<file path="config.mk">
export PLATFORM = sky130hd
export DESIGN_NAME = tmr_core
export DESIGN_NICKNAME = d
export VERILOG_FILES = /design/src/tmr_pkg.sv /design/src/tmr_evt_if.sv /design/src/tmr_tick_gen.sv /design/src/tmr_core.sv
export VERILOG_INCLUDE_DIRS = /design/src
export SDC_FILE = /design/constraint.sdc
export NUM_CORES = 1
export LEC_CHECK = 0
export ABC_AREA = 1
export ABC_CLOCK_PERIOD_IN_PS = 4550
export BUFFER_PORTS_ARGS = -buffer_cell sky130_fd_sc_hd__buf_4
export CAP_MARGIN = 0
export CORE_MARGIN = 2
export CORE_UTILIZATION = 39
export CTS_CLUSTER_SIZE = 20
export DETAILED_ROUTE_END_ITERATION = 16
export SYNTH_ARGS = -nofsm -noshare
export SYNTH_HDL_FRONTEND = slang
export SYNTH_SLANG_ARGS = --single-unit
</file>
<file path="constraint.sdc">
create_clock -name ref_clk -period 4.55 [get_ports ref_clk]
set_input_delay 0.91 -clock ref_clk [delete_from_list [all_inputs] [get_ports ref_clk]]
set_output_delay 0.91 -clock ref_clk [all_outputs]
set_load 0.05 [all_outputs]
</file>
<file path="src/tmr_defines.svh">
`ifndef TMR_DEFINES_SVH
`define TMR_DEFINES_SVH

// ----------------------------------------------------------------
// byte addresses on the cpu port
// ----------------------------------------------------------------
`define TMR_A_CNT_L   4'h0
`define TMR_A_CNT_H   4'h1
`define TMR_A_CMPA_L  4'h2
`define TMR_A_CMPA_H  4'h3
`define TMR_A_CMPB_L  4'h4
`define TMR_A_CMPB_H  4'h5
`define TMR_A_CAP_L   4'h6
`define TMR_A_CAP_H   4'h7
`define TMR_A_CTRL_A  4'h8
`define TMR_A_CTRL_B  4'h9
`define TMR_A_FLAG    4'hA
`define TMR_A_MASK    4'hB

// ----------------------------------------------------------------
// field positions
// ----------------------------------------------------------------
`define TMR_CA_MODE_HI 2
`define TMR_CA_COMB_LO 4
`define TMR_CA_COMA_LO 6
`define TMR_CB_CS_HI   2
`define TMR_CB_EDGE    6
`define TMR_CB_NC      7
`define TMR_F_OVF      0
`define TMR_F_CMPA     1
`define TMR_F_CMPB     2
`define TMR_F_CAP      5
`define TMR_F_VALID    8'h27

// ----------------------------------------------------------------
// reset values and count limits
// ----------------------------------------------------------------
`define TMR_RST_16     16'h0000
`define TMR_RST_8      8'h00
`define TMR_BOTTOM     16'h0000
`define TMR_MAX        16'hFFFF
`define TMR_TOP8       16'h00FF
`define TMR_TOP9       16'h01FF
`define TMR_TOP10      16'h03FF

// ----------------------------------------------------------------
// timing counts
// ----------------------------------------------------------------
`define TMR_DIV8_M     10'h007
`define TMR_DIV64_M    10'h03F
`define TMR_DIV256_M   10'h0FF
`define TMR_DIV1024_M  10'h3FF
`define TMR_NC_SAMPLES 4

`endif

</file>
<file path="src/tmr_pkg.sv">
package tmr_pkg;

    typedef enum logic [2:0] {
        TMR_CS_OFF, TMR_CS_DIV1, TMR_CS_DIV8, TMR_CS_DIV64,
        TMR_CS_DIV256, TMR_CS_DIV1024, TMR_CS_EXT_FALL, TMR_CS_EXT_RISE
    } tmr_clk_sel_t;

    typedef enum logic [2:0] {
        TMR_M_NORMAL, TMR_M_PWM8, TMR_M_PWM9, TMR_M_PWM10,
        TMR_M_CTC_CMPA, TMR_M_CTC_CAP, TMR_M_PWM_CAP, TMR_M_PWM_CMPA
    } tmr_mode_t;

endpackage

</file>
<file path="src/tmr_evt_if.sv">
`timescale 1ns/1ps
`default_nettype none

interface tmr_evt_if;
    logic                 tick;
    logic                 cap_evt;
    tmr_pkg::tmr_clk_sel_t clk_sel;
    logic                 cap_rise;
    logic                 nc_en;
    logic                 run_en;

    modport core (input tick, input cap_evt, output clk_sel,
                  output cap_rise, output nc_en, output run_en);
    modport gen  (output tick, output cap_evt, input clk_sel,
                  input cap_rise, input nc_en, input run_en);
endinterface

`default_nettype wire

</file>
<file path="src/tmr_tick_gen.sv">
`timescale 1ns/1ps
`default_nettype none
`include "tmr_defines.svh"

module tmr_tick_gen #(
    parameter int NC_LEN = `TMR_NC_SAMPLES
) (
    input  wire logic ref_clk,
    input  wire logic rstn,
    input  wire logic external_count_pin,
    input  wire logic capture_input_pin,
    input  wire logic comparator_output,
    input  wire logic use_comparator,
    tmr_evt_if.gen    ev
);

    if (NC_LEN < 2 || NC_LEN > 16) begin : g_bad_len
        $error("tmr_tick_gen: NC_LEN must be 2..16");
    end

    function automatic logic div_hit(input logic [9:0] p,
                                     input logic [9:0] m);
        return (p & m) == m;
    endfunction

    logic [2:0]        ext_q,  ext_d;
    logic [1:0]        icp_q,  icp_d;
    logic [1:0]        aco_q,  aco_d;
    logic [NC_LEN-1:0] nc_q,   nc_d;
    logic              lvl_q,  lvl_d;
    logic [9:0]        pre_q,  pre_d;
    logic              tick_q, tick_d;
    logic              cev_q,  cev_d;
    logic              src;

    // ----------------------------------------------------------------
    // clock select and capture filter
    // ----------------------------------------------------------------
    always_comb begin
        ext_d = {ext_q[1:0], external_count_pin};
        icp_d = {icp_q[0], capture_input_pin};
        aco_d = {aco_q[0], comparator_output};
        src   = use_comparator ? aco_q[1] : icp_q[1];
        nc_d  = {nc_q[NC_LEN-2:0], src};
        pre_d = ev.run_en ? pre_q + 10'h001 : 10'h000;
        lvl_d = lvl_q;
        // the filter trades NC_LEN-1 cycles of latency for spike rejection
        if (!ev.nc_en) begin
            lvl_d = src;
        end else if (&nc_d) begin
            lvl_d = 1'b1;
        end else if (~|nc_d) begin
            lvl_d = 1'b0;
        end
        cev_d = ev.run_en && (lvl_d != lvl_q) && (lvl_d == ev.cap_rise);
        unique case (ev.clk_sel)
            tmr_pkg::TMR_CS_OFF:      tick_d = 1'b0;
            tmr_pkg::TMR_CS_DIV1:     tick_d = 1'b1;
            tmr_pkg::TMR_CS_DIV8:     tick_d = div_hit(pre_q, `TMR_DIV8_M);
            tmr_pkg::TMR_CS_DIV64:    tick_d = div_hit(pre_q, `TMR_DIV64_M);
            tmr_pkg::TMR_CS_DIV256:   tick_d = div_hit(pre_q, `TMR_DIV256_M);
            tmr_pkg::TMR_CS_DIV1024:  tick_d = div_hit(pre_q, `TMR_DIV1024_M);
            tmr_pkg::TMR_CS_EXT_FALL: tick_d = ext_q[2] & ~ext_q[1];
            tmr_pkg::TMR_CS_EXT_RISE: tick_d = ~ext_q[2] & ext_q[1];
        endcase
        tick_d = tick_d & ev.run_en;
    end

    always_ff @(posedge ref_clk) begin
        if (!rstn) begin
            ext_q  <= 3'h0;
            icp_q  <= 2'h0;
            aco_q  <= 2'h0;
            nc_q   <= '0;
            lvl_q  <= 1'b0;
            pre_q  <= 10'h000;
            tick_q <= 1'b0;
            cev_q  <= 1'b0;
        end else begin
            ext_q  <= ext_d;
            icp_q  <= icp_d;
            aco_q  <= aco_d;
            nc_q   <= nc_d;
            lvl_q  <= lvl_d;
            pre_q  <= pre_d;
            tick_q <= tick_d;
            cev_q  <= cev_d;
        end
    end

    assign ev.tick    = tick_q;
    assign ev.cap_evt = cev_q;

endmodule

`default_nettype wire

</file>
<file path="src/tmr_core.sv">
// Notes on behaviour
// - one shared latch stages every high byte.
// - low write loads latch and byte together.
// - low read copies high byte to latch; high read returns it.
// - compare reads bypass the latch.
// - tick from prescaler or pin edge; idle if none.
// - compares checked on each counted tick; a match sets its flag.
// - compares drive pwm or frequency outputs.
// - filtered capture pin or comparator edge copies counter unless capture sets top.
// - 0x0000 is bottom, 0xFFFF is max.
// - top is 0xFFFF, 0x00FF, 0x01FF, 0x03FF, compare A or capture.
// - compare A as pwm top: no A output, double buffered.
// - four flags, each gated by its mask bit.
// - runs only while the power-off bit is zero.
// - capture flag sets with the copy; ack or one clears.
// - counter write beats count and clear.
`timescale 1ns/1ps
`default_nettype none
`include "tmr_defines.svh"

module tmr_core #(
    parameter int NC_LEN = `TMR_NC_SAMPLES
) (
    input  wire logic       ref_clk,
    input  wire logic       rstn,
    input  wire logic [3:0] cpu_addr,
    input  wire logic       cpu_wr_en,
    input  wire logic       cpu_rd_en,
    input  wire logic [7:0] cpu_wdata,
    output var  logic [7:0] cpu_rdata,
    input  wire logic       timer_power_off_bit,
    input  wire logic [3:0] irq_ack,
    input  wire logic       external_count_pin,
    input  wire logic       capture_input_pin,
    input  wire logic       comparator_output,
    input  wire logic       capture_use_comparator,
    output var  logic [1:0] compare_output_pins,
    output var  logic [3:0] timer_irq_req,
    output var  logic [15:0] count_value
);

    // ----------------------------------------------------------------
    // helpers
    // ----------------------------------------------------------------
    function automatic logic is_pwm(input tmr_pkg::tmr_mode_t m);
        return m inside {tmr_pkg::TMR_M_PWM8, tmr_pkg::TMR_M_PWM9,
                         tmr_pkg::TMR_M_PWM10, tmr_pkg::TMR_M_PWM_CAP,
                         tmr_pkg::TMR_M_PWM_CMPA};
    endfunction

    // pwm: 10 sets at wrap and clears at match, 11 inverts, 0x low; else toggle, clear or set
    function automatic logic wave_next(input logic [1:0] com,
                                       input logic pwm, input logic hit,
                                       input logic wrap, input logic cur);
        logic r;
        r = cur;
        if (pwm) begin
            if (com[1] && hit) begin
                r = com[0];
            end else if (com[1] && wrap) begin
                r = ~com[0];
            end else if (!com[1]) begin
                r = 1'b0;
            end
        end else if (hit) begin
            unique case (com)
                2'b00: r = cur;
                2'b01: r = ~cur;
                2'b10: r = 1'b0;
                2'b11: r = 1'b1;
            endcase
        end
        return r;
    endfunction

    // ----------------------------------------------------------------
    // tick and capture event source
    // ----------------------------------------------------------------
    tmr_evt_if ev ();

    tmr_tick_gen #(.NC_LEN(NC_LEN)) u_tick (
        .ref_clk            (ref_clk),
        .rstn               (rstn),
        .external_count_pin (external_count_pin),
        .capture_input_pin  (capture_input_pin),
        .comparator_output  (comparator_output),
        .use_comparator     (capture_use_comparator),
        .ev                 (ev)
    );

    // ----------------------------------------------------------------
    // state
    // ----------------------------------------------------------------
    logic [15:0] cnt_q,   cnt_d;
    logic [15:0] cabuf_q, cabuf_d;
    logic [15:0] cbbuf_q, cbbuf_d;
    logic [15:0] cma_q,   cma_d;
    logic [15:0] cmb_q,   cmb_d;
    logic [15:0] cap_q,   cap_d;
    logic [7:0]  latch_q, latch_d;
    logic [7:0]  ctla_q,  ctla_d;
    logic [7:0]  ctlb_q,  ctlb_d;
    logic [7:0]  flag_q,  flag_d;
    logic [7:0]  mask_q,  mask_d;
    logic [7:0]  rd_q,    rd_d;
    logic [1:0]  oc_q,    oc_d;
    logic [3:0]  irq_q,   irq_d;

    tmr_pkg::tmr_mode_t mode;
    logic        pwm, cap_top, cnt_wr, step, at_top, wrap;
    logic        hit_a, hit_b, ovf, cap_now;
    logic [15:0] top;
    logic [7:0]  set_v, clr_v;

    assign ev.clk_sel  = tmr_pkg::tmr_clk_sel_t'(ctlb_q[`TMR_CB_CS_HI:0]);
    assign ev.cap_rise = ctlb_q[`TMR_CB_EDGE];
    assign ev.nc_en    = ctlb_q[`TMR_CB_NC];
    assign ev.run_en   = ~timer_power_off_bit;

    // ----------------------------------------------------------------
    // next state
    // ----------------------------------------------------------------
    always_comb begin
        mode    = tmr_pkg::tmr_mode_t'(ctla_q[`TMR_CA_MODE_HI:0]);
        pwm     = is_pwm(mode);
        cap_top = mode inside {tmr_pkg::TMR_M_CTC_CAP,
                               tmr_pkg::TMR_M_PWM_CAP};
        unique case (mode)
            tmr_pkg::TMR_M_PWM8:     top = `TMR_TOP8;
            tmr_pkg::TMR_M_PWM9:     top = `TMR_TOP9;
            tmr_pkg::TMR_M_PWM10:    top = `TMR_TOP10;
            tmr_pkg::TMR_M_CTC_CMPA: top = cma_q;
            tmr_pkg::TMR_M_PWM_CMPA: top = cma_q;
            tmr_pkg::TMR_M_CTC_CAP:  top = cap_q;
            tmr_pkg::TMR_M_PWM_CAP:  top = cap_q;
            default:                 top = `TMR_MAX;
        endcase
        cnt_wr = cpu_wr_en && cpu_addr == `TMR_A_CNT_L;
        // a cpu counter write also masks this tick's compare match
        step   = ev.tick && !cnt_wr;
        at_top = cnt_q == top;
        wrap   = step && at_top;
        ovf    = step && (pwm ? at_top : cnt_q == `TMR_MAX);
        hit_a  = step && cnt_q == cma_q;
        hit_b  = step && cnt_q == cmb_q;
        cap_now = ev.cap_evt && !cap_top;

        cnt_d   = cnt_q;
        cabuf_d = cabuf_q;
        cbbuf_d = cbbuf_q;
        cap_d   = cap_q;
        latch_d = latch_q;
        ctla_d  = ctla_q;
        ctlb_d  = ctlb_q;
        mask_d  = mask_q;
        rd_d    = rd_q;
        clr_v   = 8'h00;

        if (step) begin
            cnt_d = at_top ? `TMR_BOTTOM : cnt_q + 16'h0001;
        end
        if (cap_now) begin
            cap_d = cnt_q;
        end

        if (cpu_wr_en) begin
            unique case (cpu_addr)
                `TMR_A_CNT_H, `TMR_A_CMPA_H,
                `TMR_A_CMPB_H, `TMR_A_CAP_H: latch_d = cpu_wdata;
                `TMR_A_CNT_L:  cnt_d   = {latch_q, cpu_wdata};
                `TMR_A_CMPA_L: cabuf_d = {latch_q, cpu_wdata};
                `TMR_A_CMPB_L: cbbuf_d = {latch_q, cpu_wdata};
                `TMR_A_CAP_L: begin
                    // capture is writable only while it defines top
                    if (cap_top) begin
                        cap_d = {latch_q, cpu_wdata};
                    end
                end
                `TMR_A_CTRL_A: ctla_d = cpu_wdata;
                `TMR_A_CTRL_B: ctlb_d = cpu_wdata;
                `TMR_A_FLAG:   clr_v  = cpu_wdata;
                `TMR_A_MASK:   mask_d = cpu_wdata & `TMR_F_VALID;
                default: ;
            endcase
        end else if (cpu_rd_en) begin
            unique case (cpu_addr)
                `TMR_A_CNT_L: begin
                    rd_d    = cnt_q[7:0];
                    latch_d = cnt_q[15:8];
                end
                `TMR_A_CAP_L: begin
                    rd_d    = cap_q[7:0];
                    latch_d = cap_q[15:8];
                end
                `TMR_A_CNT_H, `TMR_A_CAP_H: rd_d = latch_q;
                `TMR_A_CMPA_L: rd_d = cabuf_q[7:0];
                `TMR_A_CMPA_H: rd_d = cabuf_q[15:8];
                `TMR_A_CMPB_L: rd_d = cbbuf_q[7:0];
                `TMR_A_CMPB_H: rd_d = cbbuf_q[15:8];
                `TMR_A_CTRL_A: rd_d = ctla_q;
                `TMR_A_CTRL_B: rd_d = ctlb_q;
                `TMR_A_FLAG:   rd_d = flag_q;
                `TMR_A_MASK:   rd_d = mask_q;
                default:       rd_d = 8'h00;
            endcase
        end

        // pwm loads compares at top so no period is cut short
        cma_d = cma_q;
        cmb_d = cmb_q;
        if (!pwm) begin
            cma_d = cabuf_d;
            cmb_d = cbbuf_d;
        end else if (wrap) begin
            cma_d = cabuf_q;
            cmb_d = cbbuf_q;
        end

        oc_d[0] = wave_next(ctla_q[`TMR_CA_COMA_LO+:2], pwm, hit_a, wrap,
                            oc_q[0]);
        if (mode == tmr_pkg::TMR_M_PWM_CMPA) begin
            oc_d[0] = 1'b0;
        end
        oc_d[1] = wave_next(ctla_q[`TMR_CA_COMB_LO+:2], pwm, hit_b, wrap,
                            oc_q[1]);

        set_v = 8'h00;
        set_v[`TMR_F_OVF]  = ovf;
        set_v[`TMR_F_CMPA] = hit_a;
        set_v[`TMR_F_CMPB] = hit_b;
        set_v[`TMR_F_CAP]  = cap_now;
        clr_v[`TMR_F_OVF]  = clr_v[`TMR_F_OVF]  | irq_ack[0];
        clr_v[`TMR_F_CMPA] = clr_v[`TMR_F_CMPA] | irq_ack[1];
        clr_v[`TMR_F_CMPB] = clr_v[`TMR_F_CMPB] | irq_ack[2];
        clr_v[`TMR_F_CAP]  = clr_v[`TMR_F_CAP]  | irq_ack[3];
        // a set in the clearing cycle survives
        flag_d = ((flag_q & ~clr_v) | set_v) & `TMR_F_VALID;

        irq_d = {flag_d[`TMR_F_CAP],  flag_d[`TMR_F_CMPB],
                 flag_d[`TMR_F_CMPA], flag_d[`TMR_F_OVF]}
              & {mask_d[`TMR_F_CAP],  mask_d[`TMR_F_CMPB],
                 mask_d[`TMR_F_CMPA], mask_d[`TMR_F_OVF]};
    end

    // ----------------------------------------------------------------
    // registers
    // ----------------------------------------------------------------
    always_ff @(posedge ref_clk) begin
        if (!rstn) begin
            cnt_q   <= `TMR_RST_16;
            cabuf_q <= `TMR_RST_16;
            cbbuf_q <= `TMR_RST_16;
            cma_q   <= `TMR_RST_16;
            cmb_q   <= `TMR_RST_16;
            cap_q   <= `TMR_RST_16;
            latch_q <= `TMR_RST_8;
            ctla_q  <= `TMR_RST_8;
            ctlb_q  <= `TMR_RST_8;
            flag_q  <= `TMR_RST_8;
            mask_q  <= `TMR_RST_8;
            rd_q    <= `TMR_RST_8;
            oc_q    <= 2'h0;
            irq_q   <= 4'h0;
        end else begin
            cnt_q   <= cnt_d;
            cabuf_q <= cabuf_d;
            cbbuf_q <= cbbuf_d;
            cma_q   <= cma_d;
            cmb_q   <= cmb_d;
            cap_q   <= cap_d;
            latch_q <= latch_d;
            ctla_q  <= ctla_d;
            ctlb_q  <= ctlb_d;
            flag_q  <= flag_d;
            mask_q  <= mask_d;
            rd_q    <= rd_d;
            oc_q    <= oc_d;
            irq_q   <= irq_d;
        end
    end

    assign cpu_rdata           = rd_q;
    assign compare_output_pins = oc_q;
    assign timer_irq_req       = irq_q;
    assign count_value         = cnt_q;

endmodule

`default_nettype wire

</file>
==> Word-level counts from Yosys, hierarchy flattened <==
Index checks and enable logic that the tools add are counted.
{ "totals": {"reg_bits": 165, "in_bits": 25, "out_inout_bits": 30, "wordCells": 175} }
{ "classes": {"add_sub_neg": 2, "n_eq_ne": 47, "muxes": 44, "bitwise_logic": 20, "reduce_logical": 39} }
{ "op_table": {"columns": ["operator", "count"], "rows": [
  ["16-bit 2-to-1 mux", 16],
  ["8-bit one-hot mux with 11 select lines", 1],
  ["16-bit one-hot mux with 5 select lines", 1],
  ["16-bit equality test", 3],
  ["3-bit equality test (second input constant)", 9],
  ["6-bit 2-to-1 mux", 4],
  ["8-bit 2-to-1 mux", 3],
  ["16-bit by 1-bit adder with 16-bit output (second input constant)", 1],
  ["16-bit equality test (second input constant)", 1],
  ["4-bit by 3-bit equality test with 1-bit output (second input constant)", 4],
  ["4-bit equality test (second input constant)", 4],
  ["8-bit one-hot mux with 2 select lines", 1],
  ["1-bit 2-to-1 mux", 15],
  ["1-bit logical AND", 13],
  ["3-bit by 2-bit equality test with 1-bit output (second input constant)", 4],
  ["10-bit by 1-bit adder with 10-bit output (second input constant)", 1],
  ["10-bit equality test (second input constant)", 1],
  ["2-bit OR reduction", 5],
  ["1-bit NOT", 9],
  ["3-bit AND reduction", 3],
  ["2-bit equality test (second input constant)", 4],
  ["4-bit by 2-bit equality test with 1-bit output (second input constant)", 2],
  ["8-bit equality test (second input constant)", 1],
  ["4-bit by 2-bit inequality test with 1-bit output (second input constant)", 2],
  ["26 further kinds", 44]
]} }

==> Logic depth before layout (Yosys ltp) <==
Gate-level depths: netlist of the first run.
{ "logic_depth": {"ltp_word": 9, "depth_mapped": 19, "depth_no_buf": 18} }

==> Hierarchy <==
Synthesis of the first run repeated with hierarchy kept, for this count alone.
{ "hier_totals": {"hier_cells": 1342, "area_unflattened_um2": 8882.3} }
{ "modules_own_cells": {"columns": ["module", "instances", "cells_each", "area_per_inst_um2", "seq_area_each_um2"], "rows": [
  ["tmr_core", 1, 1212, 7928.9, 2842.7],
  ["tmr_tick_gen", 1, 130, 953.4, 460.4]
]} }

==> Worst setup path after synthesis of the first run <==
No wires, ideal clock.
{ "synth_path": {"path_kind": "in2reg", "from": "in cpu_addr[3]", "to": "reg cnt_q[12], in the netlist count_value[12]", "setup_ns": 0.128, "arrival_time_ns": 2.375, "t_required_ns": 4.422, "path_slack_ns": 2.047, "path_stages": 13, "path_buffers": 1, "path_cell_list": "inv_1 -> nand2_1 -> nor2_1 -> nand2_1 -> nand2_1 -> inv_2 -> buf_4 -> nand3_2 -> nor3_2 -> nand4_1 -> or2_0 -> nand3_1 -> a21oi_1"} }
{ "synth_between": {"elab_chain_cells": 7} }
{ "synth_rtl": {"columns": ["item", "line_no", "source"], "rows": [
  ["start: declaration", "tmr_core.sv:26", "input wire logic [3:0] cpu_addr,"],
  ["4-bit logical NOT (*)", "tmr_core.sv:167", "unique case (cpu_addr)"],
  ["1-bit logical AND (no line)", null, null],
  ["1-bit logical NOT", "tmr_core.sv:140", "step = ev.tick && !cnt_wr;"],
  ["1-bit logical AND", "tmr_core.sv:140", null],
  ["16-bit 2-to-1 mux", "tmr_core.sv:159", "if (step) begin"],
  ["16-bit 2-to-1 mux", "tmr_core.sv:167", null],
  ["16-bit 2-to-1 mux (*)", "tmr_core.sv:166", "if (cpu_wr_en) begin"],
  ["end signal: assignment", "tmr_core.sv:250", "cnt_q <= `TMR_RST_16;"],
  ["end signal: assignment", "tmr_core.sv:265", "cnt_q <= cnt_d;"],
  ["end: declaration", "tmr_core.sv:94", "logic [15:0] cnt_q, cnt_d;"]
]} }
Every way passes the cells marked *; elsewhere a longest branch is shown, timed or not.
A chain may end at the register's enable or synchronous reset.

==> Worst setup path after layout of the first run <==
{ "layout_path": {"from": "reg ctla_q[1]", "to": "reg cmb_q[8]"} }
{ "layout_between": {"elab_chain_cells": 6, "elab_cells_between_ends": 15, "classes_between": "eq/ne (9); mux (2); reduce/logical (4)"} }
{ "layout_rtl": {"columns": ["item", "line_no", "source"], "rows": [
  ["start: declaration", "tmr_core.sv:101", "logic [7:0] ctla_q, ctla_d;"],
  ["start signal: assignment", "tmr_core.sv:257", "ctla_q <= `TMR_RST_8;"],
  ["start signal: assignment", "tmr_core.sv:272", "ctla_q <= ctla_d;"],
  ["3-bit equality test, on equally long branches", "tmr_core.sv:46, tmr_core.sv:128", null],
  ["2-bit OR reduction (no line)", null, null],
  ["16-bit one-hot mux with 5 select lines", "tmr_core.sv:128", "unique case (mode)"],
  ["16-bit equality test", "tmr_core.sv:141", "at_top = cnt_q == top;"],
  ["1-bit logical AND", "tmr_core.sv:142", "wrap = step && at_top;"],
  ["2-bit by 1-bit inequality test with 1-bit output (no line)", null, null],
  ["end signal: assignment", "tmr_core.sv:254", "cmb_q <= `TMR_RST_16;"],
  ["end signal: assignment", "tmr_core.sv:269", "cmb_q <= cmb_d;"],
  ["end: declaration", "tmr_core.sv:98", "logic [15:0] cmb_q, cmb_d;"]
]} }
Parallel ways exist; a longest one is shown, timed or not.

==> reports/results.txt, run 1 <==
Clock transition at path regs: 0.08 ns
CP Capture Type: register
Hold_ws: 0.415 ns
Layout cells sized above 1: 11.2%
Cells after Synth: 1,330
Ys async rst share: 0%
Maxcap violations: 0
Initial antenna violation count: 0
Met2 wire len: 14.0 mm
HPWL Detailed: 23.1 mm
Hold path depth: 2
Clk_lat worst skew: 0.44 ns
Largest net degree at the start of global routing: 88
Via count of the first global-routing pass: 8,101
Clock buffer depth: 2
Worst r2r path cells: 12
Worst EP arrival: 3.74 ns
Vias: 9,299
Unrepaired setup endpoints after global routing: no
Synthesized flop and latch total: 165
Period utilization: 74.2%
Slew headroom: 27.0%
Root Buffer: clkbuf_16
Max-slew violation count: 0
WL per Instance: 20.1 um
Initial drt markers: 1,045
Inserted Clock Buffers: 17
Final Skew: 0.0120 ns
Worst-path cell chain: nand2_2, nand2_4, nand3b_1, nand3_1, nand2_1, nor2_1, nand2_1, nor2_2, nand3_4, nand2_4, o21ai_0, a21oi_1
Synthesized area: 8960 um2
Maximum VDD drop: 0.243 mV
Status: completed
Synthesized Nets: 1,358
Final weighted congestion in routability-driven placement: 0.961
Sink Count: 165
Site Rows: 55
F_max: 0.296 GHz
Warnings from Yosys: 0
Antenna diode count: 0
CTS H-tree lvls: 4
Worst hold path class: reg -> reg
Worst path top cell family by delay: simple AND/OR/NAND/NOR gates
Fillers: 2,354
Worst EP required: 4.91 ns
Overflow after GRT: 0
Port bufs: 54
Mean post-synth cell area: 6.74 um2
Stages on worst setup path: 12
Most frequent cells in the layout: nand2_1 (239), dfxtp_1 (165), inv_1 (155)
Yosys cell types: 49
Initial Util: 39.7%
CP max-delay cell: nand2_4
Post-route DRC violation count: 0
Metal3 WL: 3.17 mm
Die W: 156 um
Post-layout minimum cycle time: 3.37 ns
Post_cts resized: 0
Slew @ Worst Pin: 1.10 ns
Postcts setup bufs: 0
EDFF count, synth: 0
CTS tree: built
Buf/Inv on CP: 0
Core area: 22,600 um2
WL final: 32.9 mm
Number of hold buffers added after cts: 0
First-pass DRT Iterations: 7
PwrDens: 331 nW/um2
M1 WL: 14.5 mm
Highest routed metal layer: met4
Hold Violations, Final: 0
Final Setup Violations: 0
Ys flop type: dfxtp_1
Vias/cell: 5.68
Leading cell type in the layout, fill and taps excluded: nand2_1
Fin Setup TNS: 0 ns
Seq/Total Area, Yosys: 36.9%
Gr usage total: 27.1%
# IOs: 55
Nets: 1,367
Leak: 0.00396 uW
First-pass GRT wire length: 49.6 mm
Number of antenna-violating nets in the routed design: 0
DIE AREA: 24,200 um2
Critical Path Fanout Max: 35
Die span in y: 156 um
Crit-path max cell delay: 0.51 ns
Area growth syn-to-layout: 12.5%
Kind of critical path: reg -> reg
Setup crit start kind: register
-- layer usage --
metal,vias to the layer above,track usage (%)
met5,-,0
met4,0,9.92
met3,74,5.22
met2,466,40.3
met1,4325,38.9
li1,4434,-
-- where the power goes --
| group | leakage (uW) | total (uW) | internal, uW | switching (uW) |
|---|---|---|---|---|
| clock network | 0.000292 | 1510 | 791 | 715 |
| registers | 0.00134 | 1520 | 1480 | 45.6 |
| logic | 0.00233 | 309 | 89.8 | 219 |
-- final cells by class --
cell class              count  area, um2  area share (%)
clock inverters            15        185            1.84
well taps                 285        357            3.54
inverters                 164        616            6.11
multi-input cells         926       4710            46.7
flip-flops and latches    165       3300            32.8
clock buffers              17        425            4.22
repair buffers             65        488            4.84
-- synth_stat cells, types with 4 or more instances --
cell type,number,area share (%)
nor3_1,9,0.50
dfxtp_1,165,37
nand4_1,37,2.6
o221ai_1,4,0.39
nor2_2,5,0.35
nand3_1,98,5.5
o31ai_1,4,0.34
a221oi_1,9,0.88
o21ai_2,10,0.98
nand3b_1,6,0.50
buf_2,11,0.61
a31oi_1,15,1.0
a21oi_2,10,0.98
inv_1,155,6.5
o21ai_0,139,7.8
nand3_2,10,1.1
xnor2_1,18,1.8
o22ai_1,27,1.9
xor2_1,11,1.1
nor2_1,143,6.0
inv_2,5,0.21
nand2_1,239,10
clkbuf_1,53,2.2
clkinv_1,4,0.17
buf_6,4,0.50
a21oi_1,95,5.3
-- path summary, 6_finish.rpt --
kind,slack (ns),end,from
max reg2reg,1.18,cmb_q[8],ctla_q[1]
min,0.42,u_tick.aco_q[1],u_tick.aco_q[0]
min reg2reg,0.42,u_tick.aco_q[1],u_tick.aco_q[0]
max,1.18,cmb_q[8],ctla_q[1]
-- cell families after synthesis --
| logic type | synth area share, % |
|---|---|
| xor gates and xnor gates | 2.84 |
| and+or+nand+nor | 28.4 |
| AOI/OAI and AO/OA | 20.7 |
| buffers and inverters | 10.6 |
| DFF | 36.9 |
| muxes | 0.223 |
| adders and majority gates | 0.419 |
-- tightest hold or removal path, stage by stage, from the launching register on --
cell and delay (ns):
dfxtp_1 0.31, nand2_1 0.04, inv_1 0.04
-- state kept, by name, summed over array words and instances (netlist names) --
register             cells
u_tick.icp_q             2
ctla_q                   8
u_tick.aco_q             2
u_tick.pre_q            10
timer_irq_req            4
cpu_rdata                8
cbbuf_q                 16
u_tick.ext_q             3
ctlb_q                   8
u_tick.lvl_q             1
cap_q                   16
latch_q                  8
u_tick.ev.tick           1
cabuf_q                 16
cma_q                   16
mask_q                   4
compare_output_pins      2
cmb_q                   16
u_tick.nc_q              3
flag_q                   4
count_value             16
u_tick.ev.cap_evt        1
-- metrics by stage --
stage	setup slack, ns	total power (uW)	cells	util [%]	instance area [um2]
6_report	1.18	3340	1637	44.7	10100
5_1_grt	0.850	3440	1637	44.7	10100
4_1_cts	1.29	3350	1637	44.7	10100
3_5_place_dp	0.859	1860	1605	42.0	9470
3_3_place_gp	0.965	1860	1605	42.0	9470
2_1_floorplan	2.05	1740	1330	-	8960
No activity file was read; power rests on OpenSTA's default activity.
==> run 2, diff against run 1 <==
--- a/config.mk
+++ b/config.mk
@@ -7,7 +7,7 @@
 export NUM_CORES = 1
 export LEC_CHECK = 0
 export ABC_AREA = 1
-export ABC_CLOCK_PERIOD_IN_PS = 4550
+export ABC_CLOCK_PERIOD_IN_PS = 3100
 export BUFFER_PORTS_ARGS = -buffer_cell sky130_fd_sc_hd__buf_4
 export CAP_MARGIN = 0
 export CORE_MARGIN = 2
==> constraint.sdc (replaced) <==
create_clock -name ref_clk -period 3.1 [get_ports ref_clk]
set_input_delay 0.62 -clock ref_clk [delete_from_list [all_inputs] [get_ports ref_clk]]
set_output_delay 0.62 -clock ref_clk [all_outputs]
set_load 0.05 [all_outputs]
==> run 2 against run 1 <==
  * Via count shrank 1.5%
  * Design area rose by 1.3%
  * Combinational power is 53% higher
  * Worst setup slack got worse by 0.69 ns
  * Maximum frequency grew 29%
  * Critical endpoint is now count_value[15]
  * Clock power rose by 38%
  * Sequential cell count unchanged
  * Die area unchanged
  * Hold slack lost 0.060 ns
==> reports/results.txt, run 2 (synthesized netlist as in run 1, its figures left out) <==
Vias/cell: 5.52
Number of hold buffers added after cts: 0
Number of antenna-violating nets in the routed design: 0
First-pass GRT wire length: 50.2 mm
CTS tree: built
Slew @ Worst Pin: 0.645 ns
Fin Setup TNS: 0 ns
Die W: 156 um
Via count of the first global-routing pass: 8,375
WL per Instance: 19.8 um
Clock buffer depth: 2
Hold Violations, Final: 0
Highest routed metal layer: met4
Final Skew: 0.0167 ns
Setup crit start kind: register
Clk_lat worst skew: 0.45 ns
Critical Path Fanout Max: 16
Leading cell type in the layout, fill and taps excluded: nand2_1
Most frequent cells in the layout: nand2_1 (239), dfxtp_1 (165), inv_1 (155)
Worst EP required: 3.41 ns
Nets: 1,390
First-pass DRT Iterations: 5
Site Rows: 55
Sink Count: 165
Overflow after GRT: 0
Metal3 WL: 3.25 mm
Kind of critical path: reg -> reg
CP Capture Type: register
DIE AREA: 24,200 um2
Vias: 9,162
Initial antenna violation count: 0
Inserted Clock Buffers: 17
PwrDens: 468 nW/um2
Slew headroom: 56.9%
Final Setup Violations: 0
Maximum VDD drop: 0.334 mV
Leak: 0.00406 uW
Max-slew violation count: 0
HPWL Detailed: 23.9 mm
Largest net degree at the start of global routing: 88
M1 WL: 14.5 mm
# IOs: 55
Post-route setup slack: 0.485 ns
Worst hold path class: in -> reg
F_max: 0.382 GHz
Postcts setup bufs: 0
Initial drt markers: 1,033
Port bufs: 54
Clock transition at path regs: 0.07 ns
Post_cts resized: 0
Post-layout minimum cycle time: 2.62 ns
Place WS: 0.363 ns
Root Buffer: clkbuf_16
Core area: 22,600 um2
Met2 wire len: 13.9 mm
CTS H-tree lvls: 4
Period utilization: 84.4%
Post-route DRC violation count: 0
Status: completed
Worst EP arrival: 2.93 ns
WL final: 32.9 mm
Antenna diode count: 0
Area growth syn-to-layout: 14.0%
Gr usage total: 27.5%
Final weighted congestion in routability-driven placement: 1.01
Unrepaired setup endpoints after global routing: no
Maxcap violations: 0
Initial Util: 39.7%
Die span in y: 156 um
Layout cells sized above 1: 12.6%
[run 2: cell count changes in the layout (fill, tap and decap cells not counted), sizes merged]
cell,before,now
bufinv,1,0
buf,65,88
clkinv,8,4
inv,168,172
[run 2: critical path, cell delays in order, from the launching register on]
cell and delay, ns:
dfxtp_1 0.44, nand2_2 0.23, nand2_4 0.28, nand3b_1 0.16, nand2_1 0.11, nand2_1 0.06, nand2_1 0.09, nand2_1 0.07
nor2_1 0.09, nand2_1 0.07, nor2_2 0.19, nand2_2 0.14, o221ai_1 0.46, nor2_1 0.10
[run 2: final cells by class]
class | instances | area [um2]
flip-flops and latches | 165 | 3300
fillers | 2406 | 12400
inverters | 164 | 616
multi-input cells | 926 | 4710
repair buffers | 88 | 673
well taps | 285 | 357
clock buffers | 17 | 425
clock inverters | 14 | 131
[run 2: stage by stage]
| stage | utilization, % | cell area (um2) | total power (uW) | hold slack [ns] | cells |
|---|---|---|---|---|---|
| 6_report | 45.2 | 10200 | 4780 | 0.355 | 1659 |
| 5_1_grt | 45.2 | 10200 | 4950 | 0.359 | 1659 |
| 4_1_cts | 45.2 | 10200 | 4810 | 0.345 | 1659 |
| 3_5_place_dp | 42.8 | 9660 | 2740 | 0.399 | 1628 |
| 3_3_place_gp | 42.8 | 9660 | 2740 | 0.393 | 1628 |
| 2_1_floorplan | - | 8960 | 2550 | 0.390 | 1330 |
[run 2: path summary, 6_finish.rpt]
kind	cells after the start	slack [ns]	end	from
worst max register to register	13	0.48	count_value[15]	ctla_q[1]
worst max-delay path	13	0.48	count_value[15]	ctla_q[1]
worst min register to register	2	0.42	u_tick.ext_q[1]	u_tick.ext_q[0]
worst min-delay path	3	0.36	u_tick.aco_q[0]	comparator_output
[run 2: routing by layer]
| layer | track usage (%) | vias up |
|---|---|---|
| li1 | - | 4483 |
| met5 | 0 | - |
| met1 | 38.6 | 4150 |
| met2 | 40.1 | 465 |
| met3 | 7.14 | 64 |
| met4 | 11.4 | 0 |
[run 2: report_power, final]
part	internal [uW]	leakage [uW]	switching (uW)	total (uW)
Sequential	2170	0.00134	58.1	2230
Combinational	141	0.00245	332	473
Clock	1060	0.000273	1020	2080
==> run 3, diff against run 2 <==
--- a/config.mk
+++ b/config.mk
@@ -7,7 +7,7 @@
 export NUM_CORES = 1
 export LEC_CHECK = 0
 export ABC_AREA = 1
-export ABC_CLOCK_PERIOD_IN_PS = 3100
+export ABC_CLOCK_PERIOD_IN_PS = 2100
 export BUFFER_PORTS_ARGS = -buffer_cell sky130_fd_sc_hd__buf_4
 export CAP_MARGIN = 0
 export CORE_MARGIN = 2
==> constraint.sdc (replaced) <==
create_clock -name ref_clk -period 2.1 [get_ports ref_clk]
set_input_delay 0.42 -clock ref_clk [delete_from_list [all_inputs] [get_ports ref_clk]]
set_output_delay 0.42 -clock ref_clk [all_outputs]
set_load 0.05 [all_outputs]
==> run 3 against run 2 <==
  * The run now ends with negative setup slack left
  * First-iteration DRC count increased by 8.7%
  * Routed wire length increased by 7.4%
  * Sequential power rose by 47%
  * Worst setup slack got worse by 0.64 ns
  * Clock power rose by 53%
  * Global-route usage grew 1.3 points
  * Register-to-register slack lost 0.64 ns
  * Hold slack got worse by 0.21 ns
  * Count of clock-buffer cells in the layout grew 1
  * Largest cell class unchanged
  * Largest power group unchanged
  * Highest routed layer unchanged
==> reports/results.txt, run 3 (synthesized netlist as in run 1, its figures left out) <==
Internal: 5160 uW
First-pass DRT Iterations: 7
Site Rows: 55
Clock buffer depth: 2
P_sw: 2190 uW
Sink Count: 165
Worst hold path class: in -> reg
Overflow after GRT: 0
Area growth syn-to-layout: 31.7%
Post-route setup slack: -0.151 ns
Initial drt markers: 1,123
Initial antenna violation count: 0
Nets: 1,513
Layout cells sized above 1: 24.8%
Hold Violations, Final: 0
Vias: 9,974
Via count of the first global-routing pass: 9,104
Max-slew violation count: 0
PwrDens: 622 nW/um2
Number of antenna-violating nets in the routed design: 0
Unrepaired setup endpoints after global routing: yes
Leak: 0.00481 uW
F_max: 0.444 GHz
HP Start: comparator_output
Critical Path Fanout Max: 8
Inserted Clock Buffers: 17
Slew @ Worst Pin: 0.561 ns
Initial Util: 39.7%
Root Buffer: clkbuf_16
# IOs: 55
Post-layout minimum cycle time: 2.25 ns
Leading cell type in the layout, fill and taps excluded: nand2_1
Sw Share: 29.8%
Critical Path Start: ctla_q[0]
Clock transition at path regs: 0.08 ns
Most frequent cells in the layout: nand2_1 (222), buf_4 (187), inv_1 (155), dfxtp_1 (155), o21ai_0 (136)
Antenna diode count: 0
CP max-delay cell: dfxtp_4
Worst-path cell chain: inv_6, nand2_8, nand2_8, buf_12, nand3_4, nand4_1, buf_4, nand4_1, nor2_4, buf_4, buf_4, nand4_1, a21oi_2, nor2_2, nor2_1
Gr usage total: 28.9%
Maxcap violations: 0
Status: finished, violations left
Core area: 22,600 um2
DIE AREA: 24,200 um2
Final Setup Violations: 42
Slew headroom: 62.6%
Final Skew: 0.0139 ns
Kind of critical path: reg -> reg
Buf/Inv on CP: 5
Die W: 156 um
Period utilization: 107%
Worst path top cell family by delay: simple AND/OR/NAND/NOR gates
CTS tree: built
Layout Utilization: 52.3%
Register share of total power: 44.7%
Clock Power Share: 43.3%
WL final: 35.3 mm
Worst EP arrival: 2.63 ns
CTS H-tree lvls: 4
Crit-path max cell delay: 0.37 ns
Fillers: 2,258
Largest net degree at the start of global routing: 72
Clk_lat worst skew: 0.45 ns
HPWL Detailed: 25.7 mm
WL per Instance: 19.8 um
Vias/cell: 5.59
First-pass GRT wire length: 52.9 mm
Final weighted congestion in routability-driven placement: 0.978
CP Capture Type: register
Fin Setup TNS: -3.68 ns
Worst EP required: 2.48 ns
Critical R2R Launch: ctla_q[0]
Die span in y: 156 um
Port bufs: 54
Setup crit start kind: register
Failing checks: negative setup slack
Post-route DRC violation count: 0
Maximum VDD drop: 0.515 mV
Comb pwr share: 11.9%
-- run 3: cell type report --
class                   count  area, um2  share of cell area, %
well taps                 285        357                   3.02
multi-input cells         927       5090                   43.2
clock inverters            14        151                   1.28
inverters                 164        623                   5.28
flip-flops and latches    165       3320                   28.1
repair buffers            210       1820                   15.4
clock buffers              18        439                   3.72
-- run 3: power by group through the flow --
stage | Clock [uW] | Combinational (uW) | Sequential [uW]
after floorplan | 0 | 417 | 3350
after global placement | 0 | 806 | 3350
after detailed placement | 0 | 808 | 3350
after CTS | 3210 | 830 | 3280
after global routing | 3330 | 939 | 3290
final | 3180 | 875 | 3280
-- run 3: routing by layer --
| layer | GRT usage (%) | vias to the layer above | routed length, um |
|---|---|---|---|
| met2 | 45.5 | 494 | 15700 |
| met5 | 0 | - | 0 |
| met4 | 11.4 | 0 | 1420 |
| met1 | 39.5 | 4643 | 15100 |
| li1 | - | 4742 | - |
| met3 | 4.89 | 95 | 3080 |
-- run 3: worst min-delay path: stages --
cell	delay, ns
buf_4	0.07
nand2_1	0.04
inv_1	0.04
-- run 3: timing repair --
item	4_1_cts	5_1_grt
cloned	1	1
resized for setup	40	66
hold buffers	0	0
endpoints found under the setup margin	52	52
buffers inserted	6	0
pin swaps	13	15
-- run 3: through the flow --
stage / instance area [um2] / worst slack, ns / cells / total power [uW] / hold slack [ns]
finish: 11800 / -0.151 / 1783 / 7340 / 0.148
global route: 11800 / -0.259 / 1783 / 7560 / 0.138
CTS: 11500 / -0.0942 / 1782 / 7320 / 0.140
detailed placement: 10700 / -0.297 / 1743 / 4160 / 0.398
global placement: 10700 / -0.279 / 1743 / 4160 / 0.394
floorplan: 8970 / -0.0247 / 1330 / 3770 / 0.390
-- run 3: final timing paths --
check | slack (ns) | end | cells after the start
setup / recovery | -0.15 | compare_output_pins[0] | 15
hold / removal | 0.15 | u_tick.aco_q[0] | 3
setup reg to reg | -0.15 | compare_output_pins[0] | 15
hold reg to reg | 0.42 | u_tick.ext_q[1] | 2
